File: src/inc/ssu_pkg.sv
// constants and types shared by the safety status and event unit
`default_nettype none
package ssu_pkg;
  // timing
  localparam int unsigned CLK_PERIOD_NS = 10;
  localparam int unsigned MS_NS = 1000000;
  localparam int unsigned MS_CYCLES = MS_NS / CLK_PERIOD_NS;
  localparam int unsigned BLINK_HALF_MS = 250;

  // register map, byte addresses
  localparam logic [7:0] ADDR_CTRL = 8'h00;
  localparam logic [7:0] ADDR_GUARD_DELAY = 8'h04;
  localparam logic [7:0] ADDR_CASCADE = 8'h08;
  localparam logic [7:0] ADDR_EVCLASS = 8'h0C;
  localparam logic [7:0] ADDR_STATUS = 8'h10;
  localparam logic [7:0] ADDR_RECOVER = 8'h14;

  // control register fields
  localparam int unsigned CTRL_MODE_LSB = 0;
  localparam int unsigned CTRL_FB_PRESENT = 3;
  localparam int unsigned CTRL_GUARD_LOCAL_EN = 4;
  localparam int unsigned CTRL_GUARD_FB_EN = 5;
  localparam int unsigned CTRL_GUARD_ACK_MANUAL = 6;
  localparam int unsigned CTRL_FUNC_ACK_MANUAL = 7;
  // cascade register fields
  localparam int unsigned CAS_SEL_LSB = 0;
  localparam int unsigned CAS_MASK_LSB = 8;
  // event class register fields
  localparam int unsigned CLS_REQ_LSB = 0;
  localparam int unsigned CLS_LIM_LSB = 2;
  localparam int unsigned CLS_PAS_LSB = 4;
  // recovery register field
  localparam int unsigned RECOVER_BIT = 0;

  // reset values
  localparam logic [31:0] CTRL_RESET = 32'h0000_0018;
  localparam logic [15:0] GUARD_DELAY_RESET = 16'h0000;

  // function indices
  localparam int unsigned FN_TORQUE = 0;
  localparam int unsigned FN_STOP1 = 1;
  localparam int unsigned FN_ESTOP = 2;
  localparam int unsigned FN_LSPEED1 = 3;
  localparam int unsigned FN_GUARD = 4;
  localparam int unsigned NUM_DUAL = 4;
  localparam int unsigned NUM_FN = 5;

  // event codes: requests 0..2, completions 3..5, limits 6..13, passivation 14
  localparam int unsigned EV_COMP_BASE = 3;
  localparam int unsigned EV_LIM_BASE = 6;
  localparam int unsigned NUM_LIMITS = 8;
  localparam int unsigned EV_PASSIVATED = 14;
  localparam int unsigned NUM_EV = 15;

  typedef enum logic [2:0] {
    MODE_CONFIG, MODE_STARTUP, MODE_OPER, MODE_SAFE, MODE_FAILSAFE
  } ssu_mode_e;

  typedef enum logic [1:0] {
    CLS_EVENT, CLS_WARN, CLS_FAULT
  } ssu_class_e;

  typedef enum logic [1:0] {
    CAS_NONE, CAS_MASTER, CAS_FOLLOWER
  } ssu_cas_e;

  typedef enum logic [1:0] {
    FB_STOPPED, FB_READY, FB_RUNNING
  } ssu_fb_e;
endpackage : ssu_pkg
`default_nettype wire

File: src/logic/ssu_unit.sv
// safety status, start guard, cascade and event unit
// Summary of operation
// RULE1: guard request comes from the local input or the safety fieldbus
// RULE2: guard output rises in the same cycle as the request
// RULE3: completed output rises only after the configured completion delay
// RULE4: while the guard is active the drive is inhibited, starts refused
// RULE5: outputs drop after request removal plus acknowledge when manual
// RULE6: without fieldbus only dual-input functions may be cascaded
// RULE7: a master's cascaded function becomes active in every follower
// RULE8: auto-acknowledging followers clear when the master releases
// RULE9: events are reported as pure event, warning or fault
// RULE10: warnings need no reset, self-clear, and never trip the drive
// RULE11: faults trip the drive and hold until recovery is written
// RULE12: one setting classes stop requests and their completions
// RULE13: a second setting classes speed limit and ramp monitor hits
// RULE14: a third setting classes fieldbus passivation
// RULE15: run indicator off, steady or flashing by module mode
// RULE16: function indicator shows active, unacknowledged, fail-safe, config
// RULE17: fieldbus indicator off, steady or flashing by link state
`default_nettype none
module ssu_unit #(
  parameter int unsigned MS_CYCLES = ssu_pkg::MS_CYCLES,
  parameter int unsigned BLINK_HALF_MS = ssu_pkg::BLINK_HALF_MS
) (
  input wire logic mclk,
  input wire logic rst_n,
  input wire logic [7:0] bus_addr,
  input wire logic [31:0] bus_wdata,
  input wire logic bus_wr,
  input wire logic bus_rd,
  output logic [31:0] bus_rdata,
  input wire logic guard_request_input,
  input wire logic ack_button_input,
  input wire logic [3:0] func_in_a,
  input wire logic [3:0] func_in_b,
  input wire logic [4:0] cascade_in,
  output logic [4:0] cascade_out,
  input wire logic fb_guard_req,
  input wire logic [3:0] fb_func_req,
  input wire logic [1:0] fb_state,
  input wire logic fb_passivated,
  input wire logic [2:0] stop_completed,
  input wire logic [7:0] limit_hit,
  input wire logic drive_start_cmd,
  output logic guard_output,
  output logic guard_completed_output,
  output logic drive_inhibit,
  output logic start_refused,
  output logic [3:0] func_active,
  output logic event_valid,
  output logic [3:0] event_code,
  output logic [1:0] event_class,
  output logic warning_active,
  output logic drive_trip,
  output logic run_led,
  output logic fs_led_green,
  output logic fs_led_red,
  output logic fb_led
);
  localparam int unsigned MSW = $clog2(MS_CYCLES + 1);
  localparam int unsigned NS = 1 + 1 + 4 + 4 + 5;
  localparam int unsigned NUM_EV_W = ssu_pkg::NUM_EV;

  typedef struct packed {
    logic [2:0] mode;
    logic fb_present;
    logic guard_local_en;
    logic guard_fb_en;
    logic guard_ack_manual;
    logic func_ack_manual;
    logic [15:0] guard_delay;
    logic [1:0] cas_sel;
    logic [4:0] chain_mask;
    logic [1:0] cls_req;
    logic [1:0] cls_lim;
    logic [1:0] cls_pas;
    logic guard_hold;
    logic guard_done;
    logic [15:0] guard_cnt;
    logic [3:0] func_latch;
    logic ack_prev;
    logic [NUM_EV_W-1:0] cause_prev;
    logic [NUM_EV_W-1:0] pend;
    logic fault;
    logic warn;
    logic ev_valid;
    logic [3:0] ev_code;
    logic [1:0] ev_class;
    logic [4:0] cas_out;
    logic [31:0] rdata;
    logic [MSW-1:0] ms_cnt;
    logic ms_tick;
    logic [15:0] blink_cnt;
    logic blink;
  } ssu_unit_s;

  ssu_unit_s st_reg;
  ssu_unit_s st_next;

  logic [NS-1:0] pins_sync;
  logic pin_guard;
  logic pin_ack;
  logic [3:0] pin_a;
  logic [3:0] pin_b;
  logic [4:0] pin_cas;

  ssu_sync #(
    .W(NS)
  ) u_sync (
    .mclk(mclk),
    .rst_n(rst_n),
    .async_in({guard_request_input, ack_button_input, func_in_a, func_in_b,
      cascade_in}),
    .sync_out(pins_sync)
  );
  assign {pin_guard, pin_ack, pin_a, pin_b, pin_cas} = pins_sync;

  //////////////////////////////////////////////////////////////////////////
  // combinational helpers

  logic ack_edge;
  logic follower;
  logic cascading;
  logic [4:0] eff_mask;
  logic guard_req;
  logic [3:0] func_req;
  logic [NUM_EV_W-1:0] cause;
  logic [NUM_EV_W-1:0] ev_set;
  logic [1:0] ev_cls [NUM_EV_W];
  logic [4:0] active_all;

  always_comb begin
    ack_edge = pin_ack & ~st_reg.ack_prev;
    follower = st_reg.cas_sel == ssu_pkg::CAS_FOLLOWER;
    cascading = follower | (st_reg.cas_sel == ssu_pkg::CAS_MASTER);
    // guard can only ride the chain when a fieldbus is fitted
    eff_mask = {st_reg.chain_mask[4] & st_reg.fb_present,
      st_reg.chain_mask[3:0]}; // RULE6
    guard_req = (st_reg.guard_local_en & pin_guard)
      | (st_reg.guard_fb_en & fb_guard_req) // RULE1
      | (follower & eff_mask[ssu_pkg::FN_GUARD]
        & pin_cas[ssu_pkg::FN_GUARD]); // RULE7
    func_req = pin_a | pin_b
      | ({4{st_reg.fb_present}} & fb_func_req)
      | ({4{follower}} & eff_mask[3:0] & pin_cas[3:0]); // RULE7
    cause = {fb_passivated, limit_hit, stop_completed,
      st_reg.func_latch[2:0]};
    ev_set = cause & ~st_reg.cause_prev;
    for (int i = 0; i < NUM_EV_W; i++) begin
      if (i < ssu_pkg::EV_COMP_BASE + 3) begin
        ev_cls[i] = st_reg.cls_req; // RULE12
      end else if (i < ssu_pkg::EV_PASSIVATED) begin
        ev_cls[i] = st_reg.cls_lim; // RULE13
      end else begin
        ev_cls[i] = st_reg.cls_pas; // RULE14
      end
    end
    active_all = {guard_output, func_active};
  end

  // output follows the request with no register in the path
  assign guard_output = guard_req | st_reg.guard_hold; // RULE2
  assign func_active = func_req | st_reg.func_latch;
  assign drive_inhibit = guard_output
    | func_active[ssu_pkg::FN_TORQUE]; // RULE4
  assign start_refused = drive_start_cmd & drive_inhibit; // RULE4

  //////////////////////////////////////////////////////////////////////////
  // next state

  always_comb begin
    logic found;
    logic is_fault;
    logic [31:0] stat;
    found = 1'b0;
    is_fault = 1'b0;
    stat = '0;
    st_next = st_reg;

    // millisecond and blink enables
    st_next.ms_tick = 1'b0;
    if (st_reg.ms_cnt == MSW'(MS_CYCLES - 1)) begin
      st_next.ms_cnt = '0;
      st_next.ms_tick = 1'b1;
    end else begin
      st_next.ms_cnt = st_reg.ms_cnt + MSW'(1);
    end
    if (st_reg.ms_tick) begin
      if (st_reg.blink_cnt == 16'(BLINK_HALF_MS - 1)) begin
        st_next.blink_cnt = '0;
        st_next.blink = ~st_reg.blink;
      end else begin
        st_next.blink_cnt = st_reg.blink_cnt + 16'h0001;
      end
    end

    // start guard
    st_next.ack_prev = pin_ack;
    if (guard_req) begin
      st_next.guard_hold = 1'b1;
    end else if (!st_reg.guard_ack_manual || ack_edge) begin
      st_next.guard_hold = 1'b0; // RULE5
    end
    if (guard_output) begin
      if (st_reg.ms_tick && st_reg.guard_cnt < st_reg.guard_delay) begin
        st_next.guard_cnt = st_reg.guard_cnt + 16'h0001;
      end
      st_next.guard_done = st_reg.guard_cnt >= st_reg.guard_delay; // RULE3
    end else begin
      st_next.guard_cnt = '0;
      st_next.guard_done = 1'b0; // RULE5
    end
    if (!st_next.guard_hold && !guard_req) begin
      st_next.guard_done = 1'b0; // RULE5
    end

    // function latches; a follower in automatic mode releases with master
    for (int i = 0; i < ssu_pkg::NUM_DUAL; i++) begin
      st_next.func_latch[i] = func_req[i] | (st_reg.func_latch[i]
        & st_reg.func_ack_manual & ~ack_edge); // RULE8
    end
    st_next.cas_out = {5{cascading}} & eff_mask & active_all; // RULE7

    // events: pending set wins over the service clear
    st_next.cause_prev = cause;
    st_next.ev_valid = 1'b0;
    st_next.pend = st_reg.pend;
    for (int i = 0; i < NUM_EV_W; i++) begin
      if (!found && st_reg.pend[i]) begin
        found = 1'b1;
        st_next.pend[i] = 1'b0;
        st_next.ev_valid = 1'b1; // RULE9
        st_next.ev_code = 4'(i);
        st_next.ev_class = ev_cls[i];
      end
      if (ev_set[i] && ev_cls[i] != ssu_pkg::CLS_EVENT
          && ev_cls[i] != ssu_pkg::CLS_WARN) begin
        is_fault = 1'b1;
      end
    end
    st_next.pend = st_next.pend | ev_set;

    // warnings follow their causes, nothing latches
    st_next.warn = 1'b0;
    for (int i = 0; i < NUM_EV_W; i++) begin
      if (cause[i] && ev_cls[i] == ssu_pkg::CLS_WARN) begin
        st_next.warn = 1'b1; // RULE10
      end
    end

    if (bus_wr && bus_addr == ssu_pkg::ADDR_RECOVER
        && bus_wdata[ssu_pkg::RECOVER_BIT]) begin
      st_next.fault = 1'b0;
    end
    if (is_fault) begin
      st_next.fault = 1'b1; // RULE11
    end

    // register writes
    if (bus_wr) begin
      case (bus_addr)
        ssu_pkg::ADDR_CTRL: begin
          st_next.mode = bus_wdata[ssu_pkg::CTRL_MODE_LSB +: 3];
          st_next.fb_present = bus_wdata[ssu_pkg::CTRL_FB_PRESENT];
          st_next.guard_local_en = bus_wdata[ssu_pkg::CTRL_GUARD_LOCAL_EN];
          st_next.guard_fb_en = bus_wdata[ssu_pkg::CTRL_GUARD_FB_EN];
          st_next.guard_ack_manual =
            bus_wdata[ssu_pkg::CTRL_GUARD_ACK_MANUAL];
          st_next.func_ack_manual = bus_wdata[ssu_pkg::CTRL_FUNC_ACK_MANUAL];
        end
        ssu_pkg::ADDR_GUARD_DELAY: begin
          st_next.guard_delay = bus_wdata[15:0];
        end
        ssu_pkg::ADDR_CASCADE: begin
          st_next.cas_sel = bus_wdata[ssu_pkg::CAS_SEL_LSB +: 2];
          st_next.chain_mask = bus_wdata[ssu_pkg::CAS_MASK_LSB +: 5];
        end
        ssu_pkg::ADDR_EVCLASS: begin
          st_next.cls_req = bus_wdata[ssu_pkg::CLS_REQ_LSB +: 2];
          st_next.cls_lim = bus_wdata[ssu_pkg::CLS_LIM_LSB +: 2];
          st_next.cls_pas = bus_wdata[ssu_pkg::CLS_PAS_LSB +: 2];
        end
        default: begin
        end
      endcase
    end

    // register reads, data valid the next cycle only
    stat = {12'h000, pin_cas, st_reg.func_latch, st_reg.warn,
      st_reg.fault, st_reg.guard_done, st_reg.guard_hold, func_active,
      st_reg.mode};
    st_next.rdata = '0;
    if (bus_rd) begin
      case (bus_addr)
        ssu_pkg::ADDR_CTRL: begin
          st_next.rdata = {24'h000000, st_reg.func_ack_manual,
            st_reg.guard_ack_manual, st_reg.guard_fb_en,
            st_reg.guard_local_en, st_reg.fb_present, st_reg.mode};
        end
        ssu_pkg::ADDR_GUARD_DELAY: begin
          st_next.rdata = {16'h0000, st_reg.guard_delay};
        end
        ssu_pkg::ADDR_CASCADE: begin
          st_next.rdata = {19'h00000, st_reg.chain_mask, 6'h00,
            st_reg.cas_sel};
        end
        ssu_pkg::ADDR_EVCLASS: begin
          st_next.rdata = {26'h0000000, st_reg.cls_pas, st_reg.cls_lim,
            st_reg.cls_req};
        end
        ssu_pkg::ADDR_STATUS: begin
          st_next.rdata = stat;
        end
        default: begin
          st_next.rdata = '0;
        end
      endcase
    end
  end

  //////////////////////////////////////////////////////////////////////////
  // state register

  always_ff @(posedge mclk or negedge rst_n) begin
    if (!rst_n) begin
      st_reg <= '0;
      st_reg.fb_present <= ssu_pkg::CTRL_RESET[ssu_pkg::CTRL_FB_PRESENT];
      st_reg.guard_local_en <=
        ssu_pkg::CTRL_RESET[ssu_pkg::CTRL_GUARD_LOCAL_EN];
      st_reg.guard_delay <= ssu_pkg::GUARD_DELAY_RESET;
    end else begin
      st_reg <= st_next;
    end
  end

  //////////////////////////////////////////////////////////////////////////
  // outputs and indicators

  assign bus_rdata = st_reg.rdata;
  assign guard_completed_output = st_reg.guard_done; // RULE3
  assign cascade_out = st_reg.cas_out;
  assign event_valid = st_reg.ev_valid;
  assign event_code = st_reg.ev_code;
  assign event_class = st_reg.ev_class;
  assign warning_active = st_reg.warn; // RULE10
  assign drive_trip = st_reg.fault; // RULE11

  logic is_cfg;
  logic is_fs;
  assign is_cfg = st_reg.mode == ssu_pkg::MODE_CONFIG;
  assign is_fs = st_reg.mode == ssu_pkg::MODE_FAILSAFE;

  always_comb begin
    case (st_reg.mode)
      ssu_pkg::MODE_OPER, ssu_pkg::MODE_SAFE: run_led = 1'b1; // RULE15
      ssu_pkg::MODE_CONFIG, ssu_pkg::MODE_STARTUP: run_led = st_reg.blink;
      default: run_led = 1'b0; // RULE15
    endcase
    fs_led_red = is_fs | (is_cfg & st_reg.blink); // RULE16
    if (is_fs || is_cfg) begin
      fs_led_green = 1'b0;
    end else if (|func_req || guard_req) begin
      // only a live request is steady; a held latch must flash instead
      fs_led_green = 1'b1; // RULE16
    end else if (|(st_reg.func_latch & ~func_req) || st_reg.guard_hold) begin
      fs_led_green = st_reg.blink; // RULE16
    end else begin
      fs_led_green = 1'b0;
    end
    case (fb_state)
      ssu_pkg::FB_READY: fb_led = 1'b1; // RULE17
      ssu_pkg::FB_RUNNING: fb_led = st_reg.blink; // RULE17
      default: fb_led = 1'b0; // RULE17
    endcase
  end
endmodule : ssu_unit
`default_nettype wire

File: src/logic/ssu_sync.sv
// two-flop synchroniser for a group of pin inputs
`default_nettype none
module ssu_sync #(
  parameter int unsigned W = 1
) (
  input wire logic mclk,
  input wire logic rst_n,
  input wire logic [W-1:0] async_in,
  output logic [W-1:0] sync_out
);
  typedef struct packed {
    logic [W-1:0] stage1;
    logic [W-1:0] stage2;
  } ssu_sync_s;

  ssu_sync_s st_reg;
  ssu_sync_s st_next;

  always_comb begin
    st_next.stage1 = async_in;
    st_next.stage2 = st_reg.stage1;
  end

  always_ff @(posedge mclk or negedge rst_n) begin
    if (!rst_n) begin
      st_reg <= '0;
    end else begin
      st_reg <= st_next;
    end
  end

  assign sync_out = st_reg.stage2;
endmodule : ssu_sync
`default_nettype wire

File: config.mk
export PLATFORM = sky130hd
export DESIGN_NAME = ssu_unit
export DESIGN_NICKNAME = d
export VERILOG_FILES = /design/src/inc/ssu_pkg.sv /design/src/logic/ssu_unit.sv /design/src/logic/ssu_sync.sv
export SDC_FILE = /design/constraint.sdc
export NUM_CORES = 1
export LEC_CHECK = 0
export ABC_AREA = 0
export BUFFER_PORTS_ARGS = -buffer_cell sky130_fd_sc_hd__buf_2
export CORE_UTILIZATION = 55
export DETAILED_ROUTE_END_ITERATION = 6
export GPL_TIMING_DRIVEN = 0
export PLACE_DENSITY = 0.78
export SLEW_MARGIN = 30
export SYNTH_ARGS = -nofsm -noshare
export SYNTH_HDL_FRONTEND = slang
export SYNTH_SLANG_ARGS = --single-unit
export TNS_END_PERCENT = 1
File: constraint.sdc
create_clock -name mclk -period 4.8 [get_ports mclk]
set_clock_uncertainty 0.15 [all_clocks]
set_input_delay 0.24 -clock mclk [delete_from_list [all_inputs] [get_ports mclk]]
set_output_delay 0.24 -clock mclk [all_outputs]
set_load 0.03 [all_outputs]
# Word level (Yosys, flattened, before mapping)
# Index checks and enable logic that the tools add are counted.
# word_totals
in_bits	79
register_bits	201
output_inout_bits	58
# classes
reduce_logical	100
muxes	90
eq_ne	22
n_lt_le_gt_ge	2
n_bitwise	43
add_sub_neg	3
# ops
cell	count
$mux 7	15
$pmux 20 s5	1
$mux 1	67
$logic_and 1x1->1	63
$mux 17	2
$add 16x1->16 const B	2
$mux 16	2
$mux 20	1
$add 17x1->17 const B	1
$eq 17x17->1 const B	1
$logic_not 1->1	17
$and 1x1->1	16
$and 4x4->4	4
$eq 16x8->1 const B	1
$eq 8x4->1 const B	2
$eq 8x5->1 const B	2
$ge 16x16->1	1
$lt 16x16->1	1
$or 4x4->4	4
$and 15x15->15	1
$not 15->15	1
$or 15x15->15	1
$reduce_bool 15->1	1
$and 5x5->5	2
18 further kinds	51

# Depth between registers and ports, before layout
# depth
depth_word	44
depth_mapped	10

# Cells and area by module
# Synthesis repeated with hierarchy kept, for this count alone.
# unflattened
hier_cells	760
area_unflattened_um2	8453.1
# by_module_without_submodules
mod	n_inst	area_per_inst_um2	seq_area_each_um2	cells_per_inst
ssu_unit	1	7702.4	3981.3	730
ssu_sync	1	750.7	750.7	30

# Worst setup path after synthesis
# Ideal clock, no wire load.
# synth_path
path_kind	reg-to-reg
start	reg st_reg[162] (netlist bit)
end	reg st_reg[121] (netlist bit)
path_slack_ns	2.455
n_path_buf	1
arrival_time_ns	2.062
path_stages_with_launch	9
setup_ns	0.134
synth_period_minus_slack_ns	2.345
path_cell_list	dfrtp_1 inv_1 ha_1 nand4_1 nor4_1 a21boi_0 clkbuf_1 nor4_1 mux2i_1
# synth_between
elab_chain_len	3
# synth_lines
element	line_no	rtl
from (decl)	ssu_unit.sv:97	ssu_unit_s st_reg;
from (signal assigned)	ssu_unit.sv:332	st_reg <= st_next;
$lt 16x16->1	ssu_unit.sv:205	if (st_reg.ms_tick && st_reg.guard_cnt < st_reg.guard_delay) begin
$logic_and 1x1->1	ssu_unit.sv:205	
$ne 2x1->1 (no line)	--	
# Every way passes these cells.
# A chain may end at the register's enable or synchronous reset.

# Worst setup path after layout
# layout_path
start	reg st_reg[145] (netlist bit)
end	out guard_output
# layout_between
elab_chain_len	5
# layout_lines
element	line_no	rtl
$eq 2x2->1	ssu_unit.sv:134	follower = st_reg.cas_sel == ssu_pkg::CAS_FOLLOWER;
$and 1x1->1	ssu_unit.sv:141	| (follower & eff_mask[ssu_pkg::FN_GUARD]
$and 1x1->1	ssu_unit.sv:142	& pin_cas[ssu_pkg::FN_GUARD]);
$or 1x1->1	ssu_unit.sv:141	
$or 1x1->1	ssu_unit.sv:162	assign guard_output = guard_req | st_reg.guard_hold;
to (decl)	ssu_unit.sv:45	output logic guard_output,
# Every way passes these cells.

==> metrics.yaml <==
grt_start_max_net_pins: 80
rows: 45
hold_depth: 4
fmax_ghz: 0.2890
max_slew_margin: 0.4142
crit_arrival_ns: 3.07
drt_iter0_drc: 457
dp.cells: 1121
r2r-start: "st_reg[161]$_DFFE_PN0P_"
holdCritPathClass: "input port to flop"
root_buffer: "clkbuf_16"
drt-total-wl_mm: 19.72
r2r_slack_ns: 1.82
met1_usage: 0.3391
crit_family: "buffers and inverters"
vias: 6465
stdcell_count: 1198
postPlaceCellArea_um2: 9575
cts_tree: "built"
portBuffers: 106
min_period_ns: 3.460
cap_violations: 0
die_area_um2: 16280
tightest_slew_ns: 0.8715
cp-start-kind: "flop"
yosys-top-cells-area: "dfrtp_1, mux2_2, buf_4"
avgSynthCellArea_um2: 10.97
critPathKind: "flop to output port"
hpwl_mm: 13.64
power_density_nw_per_um2: 325.9
diodes: 0
ant_nets: 0
cts-htree-levels: 4
cts.sinks: 189
initial_core_util: 0.5664
die_h_um: 127.6
top_usage_layer: "met2"
grt_pass1_vias: 6486
yosysMostFrequentCell: "dfrtp_1"
first_pass_iters: 5
drive_gt1_frac: 0.2462
status: "finished, final reports clean"
rsz0062_at_grt: "no"
ys_warn_count: 0
final.setup.tns_ns: 0
avgViaCountPerCell: 5.396
regArea_um2: 4732
wl_per_cell_um: 16.46
crit_fanout: 10
syn_area_um2: 8675
path_cells: "inv_1, ha_1, nand2_1, o21ai_0, nor2_1, inv_1, clkbuf_1, buf_2, buf_2"
ys_ff_latch: 189
crit_required_ns: 4.41
place.gp.congestion: 0.8638
fin_crit_sh: 0.7208
cts.clk_slew.worst_paths_ns: 0.07
finalHoldViolations: 0
clockBufferDepth: 2
synth_ff_type: "dfrtp_1"
nets: 1076
die_x_um: 127.6
synth_top_cell_by_area: "dfrtp_1"
drcViolationCount: 0
cpMaxStageDelayCell: "clkbuf_1"
cp-end-kind: "output port"
nFillCells: 1167
stdcell_area_um2: 10630
syn_to_final_growth_pct: 22.54
cp.buffers_inverters: 5
leakagePower_nw: 5.063
ys_top_cells_by_count: "dfrtp_1, nand2_1, nor2_1"
multi_input_area_um2: 3453
cp_slowest_stage_delay_ns: 0.41
cts-resized-gates: 0
slew_viol_final: 0
peakVddDrop_uv: 253.8
grt_pass1_wl_mm: 32.22
core_um2: 15310
met3_usage: 0.05067
syn_inst: 791
r2r_cells: 8
grt_usage: 0.2574
synth.distinct_cells: 64
synth-seq-area-share: 0.5455
setup_viol: 0
numCtsBuffers: 17
cts_setup_buffers: 0
synth-edff-count: 0
min_to: "cause[1]$_DFF_PN0_"
gr-total-overflow: 0
synth_top_area_frac: 0.5394
use_met2: 0.4343
hp-start: "fb_func_req[1]"
synthArstFlopShare: 1.000
r2r_end: "st_reg[126]$_DFFE_PN0P_"
pin_count: 137
largest_reg_flops: 111
clk_latency_ns: 0.43
antenna_found_initial: 0
==> worst max-delay path by stage <==
stage                              endpoint  slack (ns)                     from  depth (start not counted)
detailed placement             guard_output        1.81  st_reg[145]$_DFFE_PN0P_                          9
floorplan           st_reg[121]$_DFFE_PN0P_        2.45  st_reg[162]$_DFFE_PN0P_                          8
global route                   guard_output        1.09  st_reg[145]$_DFFE_PN0P_                          9
CTS                            guard_output        1.34  st_reg[145]$_DFFE_PN0P_                          9
finish                         guard_output        1.34  st_reg[145]$_DFFE_PN0P_                          9
global placement    st_reg[128]$_DFFE_PN0P_        0.35                    rst_n                          1
==> cell type report <==
| class | count | area share |
|---|---|---|
| plain buffers | 60 | 0.03755 |
| clock buffers | 19 | 0.04167 |
| clock inverters | 13 | 0.01518 |
| inverters | 35 | 0.01236 |
| multi-input cells | 518 | 0.3249 |
| flip-flops and latches | 189 | 0.4452 |
| well taps | 211 | 0.02484 |
| repair buffers | 153 | 0.09840 |
==> metrics by stage <==
step | setup slack, ns | utilization | power, mW | hold slack [ns]
CTS | 1.336 | 0.6941 | 3.487 | 0.03107
global placement | 0.3518 | 0.6210 | 2.006 | 0.1820
detailed placement | 1.810 | 0.6252 | 2.018 | 0.05999
global route | 1.086 | 0.6941 | 3.594 | 0.06569
finish | 1.340 | 0.6941 | 3.465 | 0.04556
floorplan | 2.455 | - | 1.885 | -0.2056
==> logic make-up after synthesis <==
| family | Yosys count | synth area share |
|---|---|---|
| XOR/XNOR | 26 | 0.02625 |
| other | 1 | 0.0004323 |
| multiplexers | 57 | 0.07587 |
| AO/OA/AOI/OAI | 110 | 0.08034 |
| buffers and inverters | 95 | 0.06116 |
| AND/OR/NAND/NOR | 290 | 0.1773 |
| adder cells (fa/ha/maj) | 23 | 0.03318 |
| flip-flops | 189 | 0.5455 |
==> worst register-to-register path: stages (launching register included) <==
cell	delay (ns)
dfrtp_1	0.43
inv_1	0.08
ha_1	0.31
nand4_1	0.19
nor4_1	0.47
a21boi_0	0.54
clkbuf_1	0.39
nor4_1	0.15
mux2i_1	0.14
==> report_power, final <==
| group | internal [mW] | switching (mW) | total [mW] |
|---|---|---|---|
| Clock | 0.835 | 0.604 | 1.44 |
| Sequential | 1.65 | 0.0459 | 1.69 |
| Combinational | 0.135 | 0.197 | 0.332 |
==> cells in the final DEF (no fill, tap or decap), types with 29 or more instances in the layout <==
| cell type | synthesis | layout |
|---|---|---|
| dfrtp_1 | 187 | 187 |
| buf_2 | 4 | 109 |
| nand2_1 | 71 | 71 |
| nor2_1 | 53 | 53 |
| dlygate4sd3_1 | 0 | 45 |
| buf_4 | 43 | 43 |
| inv_1 | 35 | 35 |
| o21ai_0 | 31 | 31 |
| mux2_2 | 30 | 30 |
| nand2b_1 | 30 | 30 |
| nand3_1 | 29 | 29 |
==> layer usage <==
metal	up-vias	part of all wire
li1	3093	-
met1	3166	0.43
met2	182	0.50
met3	24	0.049
met4	0	0.015
met5	-	0
==> what timing repair did <==
item	4_1_cts	5_1_grt
hold buffers	45	0
hold endpoints to repair	138	0
setup endpoints to repair	0	0
Note: power is estimated with default switching activity, not from simulation.
